$ cat src/design/flmr_defines.svh
// Offsets, field positions and reset values of the fault latch bank.
// Assumes inclusion by bare name from the package and the modules.
`ifndef FLMR_DEFINES_SVH
`define FLMR_DEFINES_SVH

// Register offsets on the internal register port
`define FLMR_OFS_SUPPLY_MASK   8'h9D
`define FLMR_OFS_INPUT_MASK    8'h9E
`define FLMR_OFS_SUPPLY_LATCH  8'hDC
`define FLMR_OFS_INPUT_LATCH   8'hDD

// Power-on values and the answer to an unmapped read
`define FLMR_RST_MASK          8'h00
`define FLMR_RST_LATCH         8'h00
`define FLMR_RDATA_UNMAPPED    8'h00

// Field positions
`define FLMR_SUMMARY_BIT       7
`define FLMR_SUPPLY_MSB        6
`define FLMR_INPUT_MSB         4
`define FLMR_WDOG_BIT          4

// Monitored vector: supplies 6:0, general inputs 10:7, watchdog 11
`define FLMR_MON_WIDTH         12
`define FLMR_MON_INPUT_LSB     7
`define FLMR_MON_RST           12'h000

`endif

$ cat src/design/flmr_pkg.sv
// Types shared by the fault latch bank modules.
// Assumes the defines header sits in the include path.
`include "flmr_defines.svh"

package flmr_pkg;
    typedef logic [7:0]                     flmr_byte_t;
    typedef logic [`FLMR_SUPPLY_MSB:0]      flmr_supply_t;
    typedef logic [`FLMR_INPUT_MSB:0]       flmr_input_t;
    typedef logic [`FLMR_MON_WIDTH-1:0]     flmr_mon_t;
endpackage

$ cat src/design/flmr_if.sv
// Carrier between the change detector and the register core.
// Assumes both ends run on the same clock.
`timescale 1ns/10ps
`default_nettype none

interface flmr_if;
    flmr_pkg::flmr_mon_t raw;
    flmr_pkg::flmr_mon_t level;
    flmr_pkg::flmr_mon_t changed;

    modport det  (input raw, output level, output changed);
    modport core (output raw, input level, input changed);
endinterface

`default_nettype wire

$ cat src/design/flmr_top.sv
// Fault latch and error mask register bank of the supply supervisor.
// Assumes the serial register engine drives the register port on CLOCK.
`timescale 1ns/10ps
`default_nettype none
`include "flmr_defines.svh"

module flmr_top (
    input  wire logic                        CLOCK,
    input  wire logic                        SYS_RST,
    input  wire logic [`FLMR_SUPPLY_MSB:0]   SUPPLY_FAULT_DETECTOR,
    input  wire logic [3:0]                  GENERAL_INPUT,
    input  wire logic                        WATCHDOG_DETECTOR_INPUT,
    input  wire logic [7:0]                  REG_ADDR,
    input  wire logic                        REG_WR,
    input  wire logic [7:0]                  REG_WDATA,
    input  wire logic                        REG_RD,
    output logic      [7:0]                  REG_RDATA,
    output logic                             SUMMARY_FAULT_FLAG
);
    flmr_if mon ();

    flmr_pkg::flmr_byte_t   supply_error_mask;
    flmr_pkg::flmr_byte_t   input_watchdog_error_mask;
    flmr_pkg::flmr_byte_t   supply_fault_latch;
    flmr_pkg::flmr_byte_t   input_watchdog_fault_latch;
    flmr_pkg::flmr_byte_t   rdata;
    flmr_pkg::flmr_byte_t   next_supply_error_mask;
    flmr_pkg::flmr_byte_t   next_input_watchdog_error_mask;
    flmr_pkg::flmr_byte_t   next_supply_fault_latch;
    flmr_pkg::flmr_byte_t   next_input_watchdog_fault_latch;
    flmr_pkg::flmr_byte_t   next_rdata;
    flmr_pkg::flmr_supply_t supply_chg;
    flmr_pkg::flmr_input_t  input_chg;
    flmr_pkg::flmr_supply_t supply_keep;
    flmr_pkg::flmr_input_t  input_keep;
    logic                   any_log;
    logic                   clear_rd;
    flmr_pkg::flmr_supply_t supply_open;
    flmr_pkg::flmr_input_t  input_open;

    // Pack the monitored lines: supplies low, inputs, watchdog on top
    assign mon.raw = {WATCHDOG_DETECTOR_INPUT, GENERAL_INPUT,
                      SUPPLY_FAULT_DETECTOR};

    flmr_change_det u_det (
        .clk (CLOCK),
        .rst (SYS_RST),
        .mon (mon)
    );

    // Only unmasked changes are logged
    assign supply_chg = mon.changed[`FLMR_SUPPLY_MSB:0]
                        & ~supply_error_mask[`FLMR_SUPPLY_MSB:0];
    assign input_chg  = mon.changed[`FLMR_MON_WIDTH-1:`FLMR_MON_INPUT_LSB]
                        & ~input_watchdog_error_mask[`FLMR_INPUT_MSB:0];
    assign any_log    = (|supply_chg) || (|input_chg);
    assign clear_rd   = REG_RD && (REG_ADDR == `FLMR_OFS_INPUT_LATCH);

    // Masks as they stand after this edge; a bit masked now reads 0 at once,
    // otherwise a read right after the mask write could still see it
    assign supply_open = ~next_supply_error_mask[`FLMR_SUPPLY_MSB:0];
    assign input_open  = ~next_input_watchdog_error_mask[`FLMR_INPUT_MSB:0];

    // A mask set later also forces an already latched bit back to 0
    assign supply_keep = supply_fault_latch[`FLMR_SUPPLY_MSB:0]
                         & supply_open;
    assign input_keep  = input_watchdog_fault_latch[`FLMR_INPUT_MSB:0]
                         & input_open;

    // Mask registers: writable, bit 7 of the first and bits 7:5 of the second have no storage
    always_comb begin
        next_supply_error_mask         = supply_error_mask;
        next_input_watchdog_error_mask = input_watchdog_error_mask;
        if (REG_WR && REG_ADDR == `FLMR_OFS_SUPPLY_MASK) begin
            next_supply_error_mask = {1'b0,
                REG_WDATA[`FLMR_SUPPLY_MSB:0]};
        end
        if (REG_WR && REG_ADDR == `FLMR_OFS_INPUT_MASK) begin
            next_input_watchdog_error_mask = {3'b000,
                REG_WDATA[`FLMR_INPUT_MSB:0]};
        end
    end

    // Latches: an event in the clearing cycle wins over the clear
    always_comb begin
        next_supply_fault_latch = {supply_fault_latch[`FLMR_SUMMARY_BIT],
                                   supply_keep};
        next_input_watchdog_fault_latch = {3'b000, input_keep};
        if (clear_rd) begin
            next_supply_fault_latch         = `FLMR_RST_LATCH;
            next_input_watchdog_fault_latch = `FLMR_RST_LATCH;
        end
        if (any_log) begin
            // Snapshot of detector levels taken at the logged event
            next_supply_fault_latch = {1'b1,
                mon.level[`FLMR_SUPPLY_MSB:0] & supply_open};
        end
        if (|input_chg) begin
            next_input_watchdog_fault_latch = {3'b000,
                next_input_watchdog_fault_latch[`FLMR_INPUT_MSB:0]
                | (input_chg & input_open)};
        end
    end

    // Read mux; unused bits and unmapped offsets read as zero
    always_comb begin
        next_rdata = rdata;
        if (REG_RD) begin
            case (REG_ADDR)
                `FLMR_OFS_SUPPLY_MASK:  next_rdata = supply_error_mask;
                `FLMR_OFS_INPUT_MASK:   next_rdata = input_watchdog_error_mask;
                `FLMR_OFS_SUPPLY_LATCH: next_rdata = supply_fault_latch;
                `FLMR_OFS_INPUT_LATCH:  next_rdata = input_watchdog_fault_latch;
                default:                next_rdata = `FLMR_RDATA_UNMAPPED;
            endcase
        end
    end

    // Latches have no write path; software alters them only by the clearing read or a mask write
    always_ff @(posedge CLOCK) begin
        if (SYS_RST) begin
            supply_error_mask          <= `FLMR_RST_MASK;
            input_watchdog_error_mask  <= `FLMR_RST_MASK;
            supply_fault_latch         <= `FLMR_RST_LATCH;
            input_watchdog_fault_latch <= `FLMR_RST_LATCH;
            rdata                      <= `FLMR_RDATA_UNMAPPED;
        end else begin
            supply_error_mask          <= next_supply_error_mask;
            input_watchdog_error_mask  <= next_input_watchdog_error_mask;
            supply_fault_latch         <= next_supply_fault_latch;
            input_watchdog_fault_latch <= next_input_watchdog_fault_latch;
            rdata                      <= next_rdata;
        end
    end

    // Outputs straight from flops
    assign REG_RDATA          = rdata;
    assign SUMMARY_FAULT_FLAG = supply_fault_latch[`FLMR_SUMMARY_BIT];
endmodule

`default_nettype wire

$ cat src/design/flmr_change_det.sv
// Synchroniser and level-change detector for the twelve monitored lines.
// Assumes raw lines are asynchronous to the clock.
`timescale 1ns/10ps
`default_nettype none
`include "flmr_defines.svh"

module flmr_change_det (
    input  wire logic clk,
    input  wire logic rst,
    flmr_if.det       mon
);
    flmr_pkg::flmr_mon_t sync1;
    flmr_pkg::flmr_mon_t sync2;
    flmr_pkg::flmr_mon_t prev;
    flmr_pkg::flmr_mon_t next_sync1;
    flmr_pkg::flmr_mon_t next_sync2;
    flmr_pkg::flmr_mon_t next_prev;

    // Two-stage sync, then one more stage as the last sampled value
    always_comb begin
        next_sync1 = mon.raw;
        next_sync2 = sync1;
        next_prev  = sync2;
    end

    always_ff @(posedge clk) begin
        if (rst) begin
            sync1 <= `FLMR_MON_RST;
            sync2 <= `FLMR_MON_RST;
            prev  <= `FLMR_MON_RST;
        end else begin
            sync1 <= next_sync1;
            sync2 <= next_sync2;
            prev  <= next_prev;
        end
    end

    // Either edge counts; sync1 feeds only sync2
    assign mon.level   = sync2;
    assign mon.changed = sync2 ^ prev;
endmodule

`default_nettype wire

$ cat config.mk
export PLATFORM = sky130hd
export DESIGN_NAME = flmr_top
export DESIGN_NICKNAME = d
export VERILOG_FILES = /design/src/design/flmr_pkg.sv /design/src/design/flmr_if.sv /design/src/design/flmr_top.sv /design/src/design/flmr_change_det.sv
export VERILOG_INCLUDE_DIRS = /design/src /design/src/design
export SDC_FILE = /design/constraint.sdc
export NUM_CORES = 1
export LEC_CHECK = 0
export ABC_CLOCK_PERIOD_IN_PS = 1470
export BUFFER_PORTS_ARGS = -buffer_cell sky130_fd_sc_hd__buf_2
export CAP_MARGIN = 20
export CORE_MARGIN = 10
export CORE_UTILIZATION = 43
export DETAILED_ROUTE_END_ITERATION = 6
export GPL_TIMING_DRIVEN = 0
export PLACE_DENSITY = 0.73
export SETUP_SLACK_MARGIN = 0.15
export SLEW_MARGIN = 15
export SYNTH_ARGS = -nofsm -noshare
export SYNTH_HDL_FRONTEND = slang
export SYNTH_SLANG_ARGS = --single-unit
$ cat constraint.sdc
create_clock -name CLOCK -period 1.47 [get_ports CLOCK]
set_input_delay 0.2205 -clock CLOCK [delete_from_list [all_inputs] [get_ports CLOCK]]
set_output_delay 0.2205 -clock CLOCK [all_outputs]
set_load 0.05 [all_outputs]
Yosys cells after proc, flatten, opt, wreduce, memory -nomap -nowiden:

Index checks and enable logic that the tools add are counted.

* equal/unequal tests: 4
* muxes and demuxes: 7
* bitwise logic cells: 12
* reduce and logical (&&, ||, !) cells: 8

Operators by type and width (count)
* $eq 8x8->1 const B: 4
* $pmux 8 s4: 1
* $and 7x7->7: 3
* $mux 8: 2
* $and 5x5->5: 3
* $mux 5: 3
* $not 7->7: 2
* $xor 12x12->12: 1
* $not 5->5: 2
* $mux 7: 1
* $reduce_or 7->1: 1
* $reduce_or 6->1: 1
* $or 5x5->5: 1
* $reduce_or 5->1: 1
* $logic_and 1x1->1: 3
* $reduce_bool 2->1: 1
* $logic_or 1x1->1: 1

* flip-flop bits (word level): 72
* input port bits: 32
* output and inout port bits: 9
* word-level logic and storage cells: 41

Logic depth before layout (Yosys ltp):

* depth in word-level cells: 8
* mapped depth: 7
* depth with buffers taken out: 5

Cells and area by module:

A second synthesis with hierarchy kept.

* cells, all modules: 289
* area total of the unflattened synthesis: 2945.3 sq um

By module, submodules not included
* flmr_top: instances 1, cells each 202, area an instance 1845.5 sq um, seq. area each 660.6 sq um
* flmr_change_det: instances 1, cells each 87, area an instance 1099.8 sq um, seq. area each 720.7 sq um

Worst setup path before layout:

Ideal clock, no wire load.

* path kind: register -> register
* from: register u_det.prev[10]
* to: register supply_fault_latch[0]
* setup time: 132 ps
* data arrival time: 1321 ps
* required time: 1338 ps
* path slack: 16 ps
* stages on the path, launching flop included: 6
* path buffers: 0
* period minus slack after synthesis: 1454 ps
* cells stage by stage: dfxtp_1 -> xnor2_1 -> nor2_1 -> nor4_1 -> nand3_1 -> mux2i_1

* word-level cells in the longest chain between the ends: 5

Ends and longest elaborated chain
* start: declaration: RTL line flmr_change_det.sv:14 `flmr_pkg::flmr_mon_t prev;`
* start signal: assignment: RTL line flmr_change_det.sv:30 `` prev <= `FLMR_MON_RST; ``
* start signal: assignment: RTL line flmr_change_det.sv:34 `prev <= next_prev;`
* $xor 12x12->12: RTL line flmr_change_det.sv:40 `assign mon.changed = sync2 ^ prev;`
* $and 5x5->5: RTL line flmr_top.sv:54 `` assign input_chg = mon.changed[`FLMR_MON_WIDTH-1:`FLMR_MON_INPUT_LSB] ``
* $reduce_or 5->1: RTL line flmr_top.sv:56 `assign any_log = (|supply_chg) || (|input_chg);`
* $logic_or 1x1->1: RTL line flmr_top.sv:56
* $mux 8: RTL line flmr_top.sv:93 `if (any_log) begin`
* end signal: assignment: RTL line flmr_top.sv:124 `` supply_fault_latch <= `FLMR_RST_LATCH; ``
* end signal: assignment: RTL line flmr_top.sv:130 `supply_fault_latch <= next_supply_fault_latch;`
* end: declaration: RTL line flmr_top.sv:24 `flmr_pkg::flmr_byte_t supply_fault_latch;`

No other way between the ends.
A chain may end at the register's enable or synchronous reset.

Final worst setup path:

* from: register u_det.sync2[10] (netlist: u_det.mon.level[10])
* to: register supply_fault_latch[4]

* word-level cells in the longest chain between the ends: 5

Ends and longest elaborated chain
* start: declaration: RTL line flmr_change_det.sv:13 `flmr_pkg::flmr_mon_t sync2;`
* start signal: assignment: RTL line flmr_change_det.sv:29 `` sync2 <= `FLMR_MON_RST; ``
* start signal: assignment: RTL line flmr_change_det.sv:33 `sync2 <= next_sync2;`
* $xor 12x12->12: RTL line flmr_change_det.sv:40
* $and 5x5->5: RTL line flmr_top.sv:54
* $reduce_or 5->1: RTL line flmr_top.sv:56
* $logic_or 1x1->1: RTL line flmr_top.sv:56
* $mux 8: RTL line flmr_top.sv:93

No other way between the ends.

==> impl_metrics.py <==
metrics = {
    "setup_path": {
        "start_kind": "flop",
        "required_ns": 1.71,
        "critPathMaxStageDelay_ns": 0.34,
        "crit_family": "simple AND/OR/NAND/NOR gates",
        "cp.arrival_ns": 1.70,
        "endpoint_kind": "flop",
        "slowest_stage": "dfxtp_2",
        "critical_path.max_fanout": 4,
        "crit_type": "flop to flop",
        "path_buf_inv": 1,
        "crit_chain": "xnor2_2 > nor2_2 > nor4_4 > nand3_2 > buf_6 > mux2i_1",
    },
    "floorplan": {
        "die-height_um": 97.84,
        "dieArea_um2": 9572,
        "start_util_pct": 44.26,
        "core_um2": 5886,
        "io_pins": 41,
        "die_w_um": 97.84,
        "rows": 28,
    },
    "run_status": {
        "status": "complete, no violations",
    },
    "timing": {
        "whs_ns": 0.07557,
        "min_period_over_period_pct": 99.51,
        "finalSetupViolCount": 0,
        "fmax_ghz": 0.6836,
        "worst_slew_pin_slew_ns": 0.5272,
        "rsz0062_at_grt": "true",
        "hold_viol": 0,
        "slew-limit-headroom_pct": 64.72,
        "clock_skew_ns": 0.01098,
        "drv_slew": 0,
        "finalCriticalPeriod_ns": 1.463,
    },
    "pwr": {
        "pwr-share-seq_pct": 51.1,
        "clockPowerShare_pct": 40.6,
        "vdd_drop_max_mv": 0.7036,
        "p_per_area_nw_per_um2": 1169,
        "p_leak_nw": 1.342,
        "power_switching_w": 0.0009290,
        "pwr-share-comb_pct": 8.3,
        "internal-power_w": 0.002905,
        "switching_share_pct": 24.23,
    },
    "clocking": {
        "numCtsBuffers": 9,
        "numClockSinks": 69,
        "cts_root_buffer": "clkbuf_8",
        "clk_pin_slew_ns": 0.07,
        "cts_tree": "done",
        "clockBufferDepth": 2,
        "htreeDepth": 3,
        "clkLatencyLatePin_ns": 0.35,
        "postCtsHoldBufs": 0,
    },
    "finish": {
        "fin_cells": 385,
        "drive_above_1_share_pct": 31.29,
        "fin_nets": 337,
        "nFillCells": 520,
        "area_growth_pct": 25.94,
        "antenna_cells": 0,
        "mostFrequentLayoutCell": "dfxtp_1",
        "final_cell_mix": "67 x dfxtp_1, 38 x nor2b_1, 36 x buf_2",
        "fin_util_pct": 55.74,
    },
    "yosys": {
        "ys_seq_elements": 69,
        "ys_seq_area_share_pct": 53.03,
        "syn_nets": 281,
        "synth_warnings": 0,
        "netlist-cell-type-count": 33,
        "synth_ff_type": "dfxtp_1",
        "synth_edf_count": 0,
        "netlist_instances": 249,
        "synthArstFlopShare_pct": 0,
        "synth_area_per_cell_um2": 10.46,
        "netlist_area_um2": 2605,
    },
    "drt": {
        "wl_per_cell_um": 15.64,
        "vias_per_cell": 5.122,
        "antenna_left": 0,
        "wl_mm": 6.023,
        "dr_total_vias": 1972,
        "drc": 0,
        "drt_pre_antenna_iters": 4,
        "drt_iter0_drc": 203,
    },
    "placed_design": {
        "dp_hpwl_mm": 4.306,
        "placedCellCount": 362,
        "io_buffers": 38,
        "gp_congestion": 0.8576,
    },
    "global_routing": {
        "gr-total-overflow": 0,
        "track_usage_pct": 12.38,
        "antenna_found_initial": 0,
        "grt_max_degree": 13,
        "grt_pass1_wl_mm": 9.528,
        "grt_pass1_vias": 2013,
    },
    "job": {
        "cap_violations": 0,
    },
    "worst_hold_path": {
        "hold_path.class": "input pin to flop",
    },
}
-- power by group through the flow --
stage / combinational, W / clock (W) / sequential, W
after CTS: 0.000290 / 0.00157 / 0.00196
after floorplan: 0.000174 / 0 / 0.00200
after global routing: 0.000347 / 0.00165 / 0.00196
final: 0.000318 / 0.00156 / 0.00196
after detailed placement: 0.000279 / 0 / 0.00200
after global placement: 0.000273 / 0 / 0.00200
-- synth_stat cells (2+ instances only) --
master / n / area share [%]
a22oi_1: 11 / 3.2
nor3b_1: 5 / 1.4
buf_6: 2 / 0.86
a21oi_1: 5 / 0.96
mux2i_2: 6 / 3.2
xnor2_1: 12 / 4.0
a22o_1: 2 / 0.67
a21o_1: 4 / 1.2
nand4_1: 7 / 1.7
inv_1: 3 / 0.43
nand3_1: 2 / 0.38
nor3_1: 3 / 0.58
o21ai_0: 3 / 0.58
mux2i_1: 13 / 5.0
nor2_1: 26 / 3.7
clkbuf_1: 6 / 0.86
nor2b_1: 38 / 9.1
dfxtp_1: 69 / 53
nand4b_1: 2 / 0.67
o22ai_1: 7 / 1.7
nand2_1: 11 / 1.6
-- logic make-up (layout without fill, tap and decap cells) --
logic type	count (synthesis)	after routing	share of synthesized area [%]
compound gates	34	34	8.886
xor+xnor	12	12	4.035
buf+inv	13	74	2.641
flops	69	69	53.03
mux	20	20	9.030
simple gates	101	101	22.38
-- routing by layer --
| metal | up-vias | routed length, um | track usage [%] |
|---|---|---|---|
| met4 | 0 | 103 | 5.928 |
| met3 | 12 | 325 | 4.299 |
| met2 | 76 | 2801 | 19.59 |
| met1 | 911 | 2792 | 14.61 |
| li1 | 973 | - | - |
| met5 | - | 0 | 0 |
-- what timing repair did --
item / in CTS / in global routing
setup endpoints to repair: 12 / 19
setup buffers: 3 / 4
cloned: 0 / 0
resized for setup: 1 / 16
pin swaps: 3 / 6
-- metrics by stage --
step	TNS, ns	total power (W)	worst slack [ns]	area [um2]
after floorplan	0	0.002173	0.08342	2679
after CTS	0	0.003814	0.03376	3186
after global placement	-3.720	0.002269	-0.1963	2963
after detailed placement	-4.546	0.002277	-0.2451	2963
after global routing	-0.3265	0.003955	-0.06970	3281
final	0	0.003834	0.007255	3281
-- area by class of cell --
type / instances / area [um2] / share of cell area [%]
clock inverters: 6 / 61.31 / 1.869
inverters: 3 / 11.26 / 0.3432
multi-input cells: 167 / 1264 / 38.52
well taps: 75 / 93.84 / 2.860
flip-flops and latches: 69 / 1384 / 42.18
plain buffers: 10 / 73.82 / 2.250
clock buffers: 10 / 137.6 / 4.195
repair buffers: 45 / 255.2 / 7.780
-- flip-flops by register name, summed over array words and instances, names as in the netlist --
register and count:
input_watchdog_error_mask 5, REG_RDATA 8, u_det.mon.level 12, input_watchdog_fault_latch 5, supply_error_mask 7, u_det.next_sync2 12
u_det.prev 12, supply_fault_latch 8
-- final timing paths --
check                                         startpoint               endpoint  slack [ns]  cells after the start
worst min register to register       u_det.next_sync2[1]     u_det.mon.level[1]        0.44                      1
worst max register to register       u_det.mon.level[10]  supply_fault_latch[4]       0.007                      6
worst min-delay path            SUPPLY_FAULT_DETECTOR[3]    u_det.next_sync2[3]        0.08                      2
worst max-delay path                 u_det.mon.level[10]  supply_fault_latch[4]       0.007                      6
Note: power is estimated with default switching activity, not from simulation.
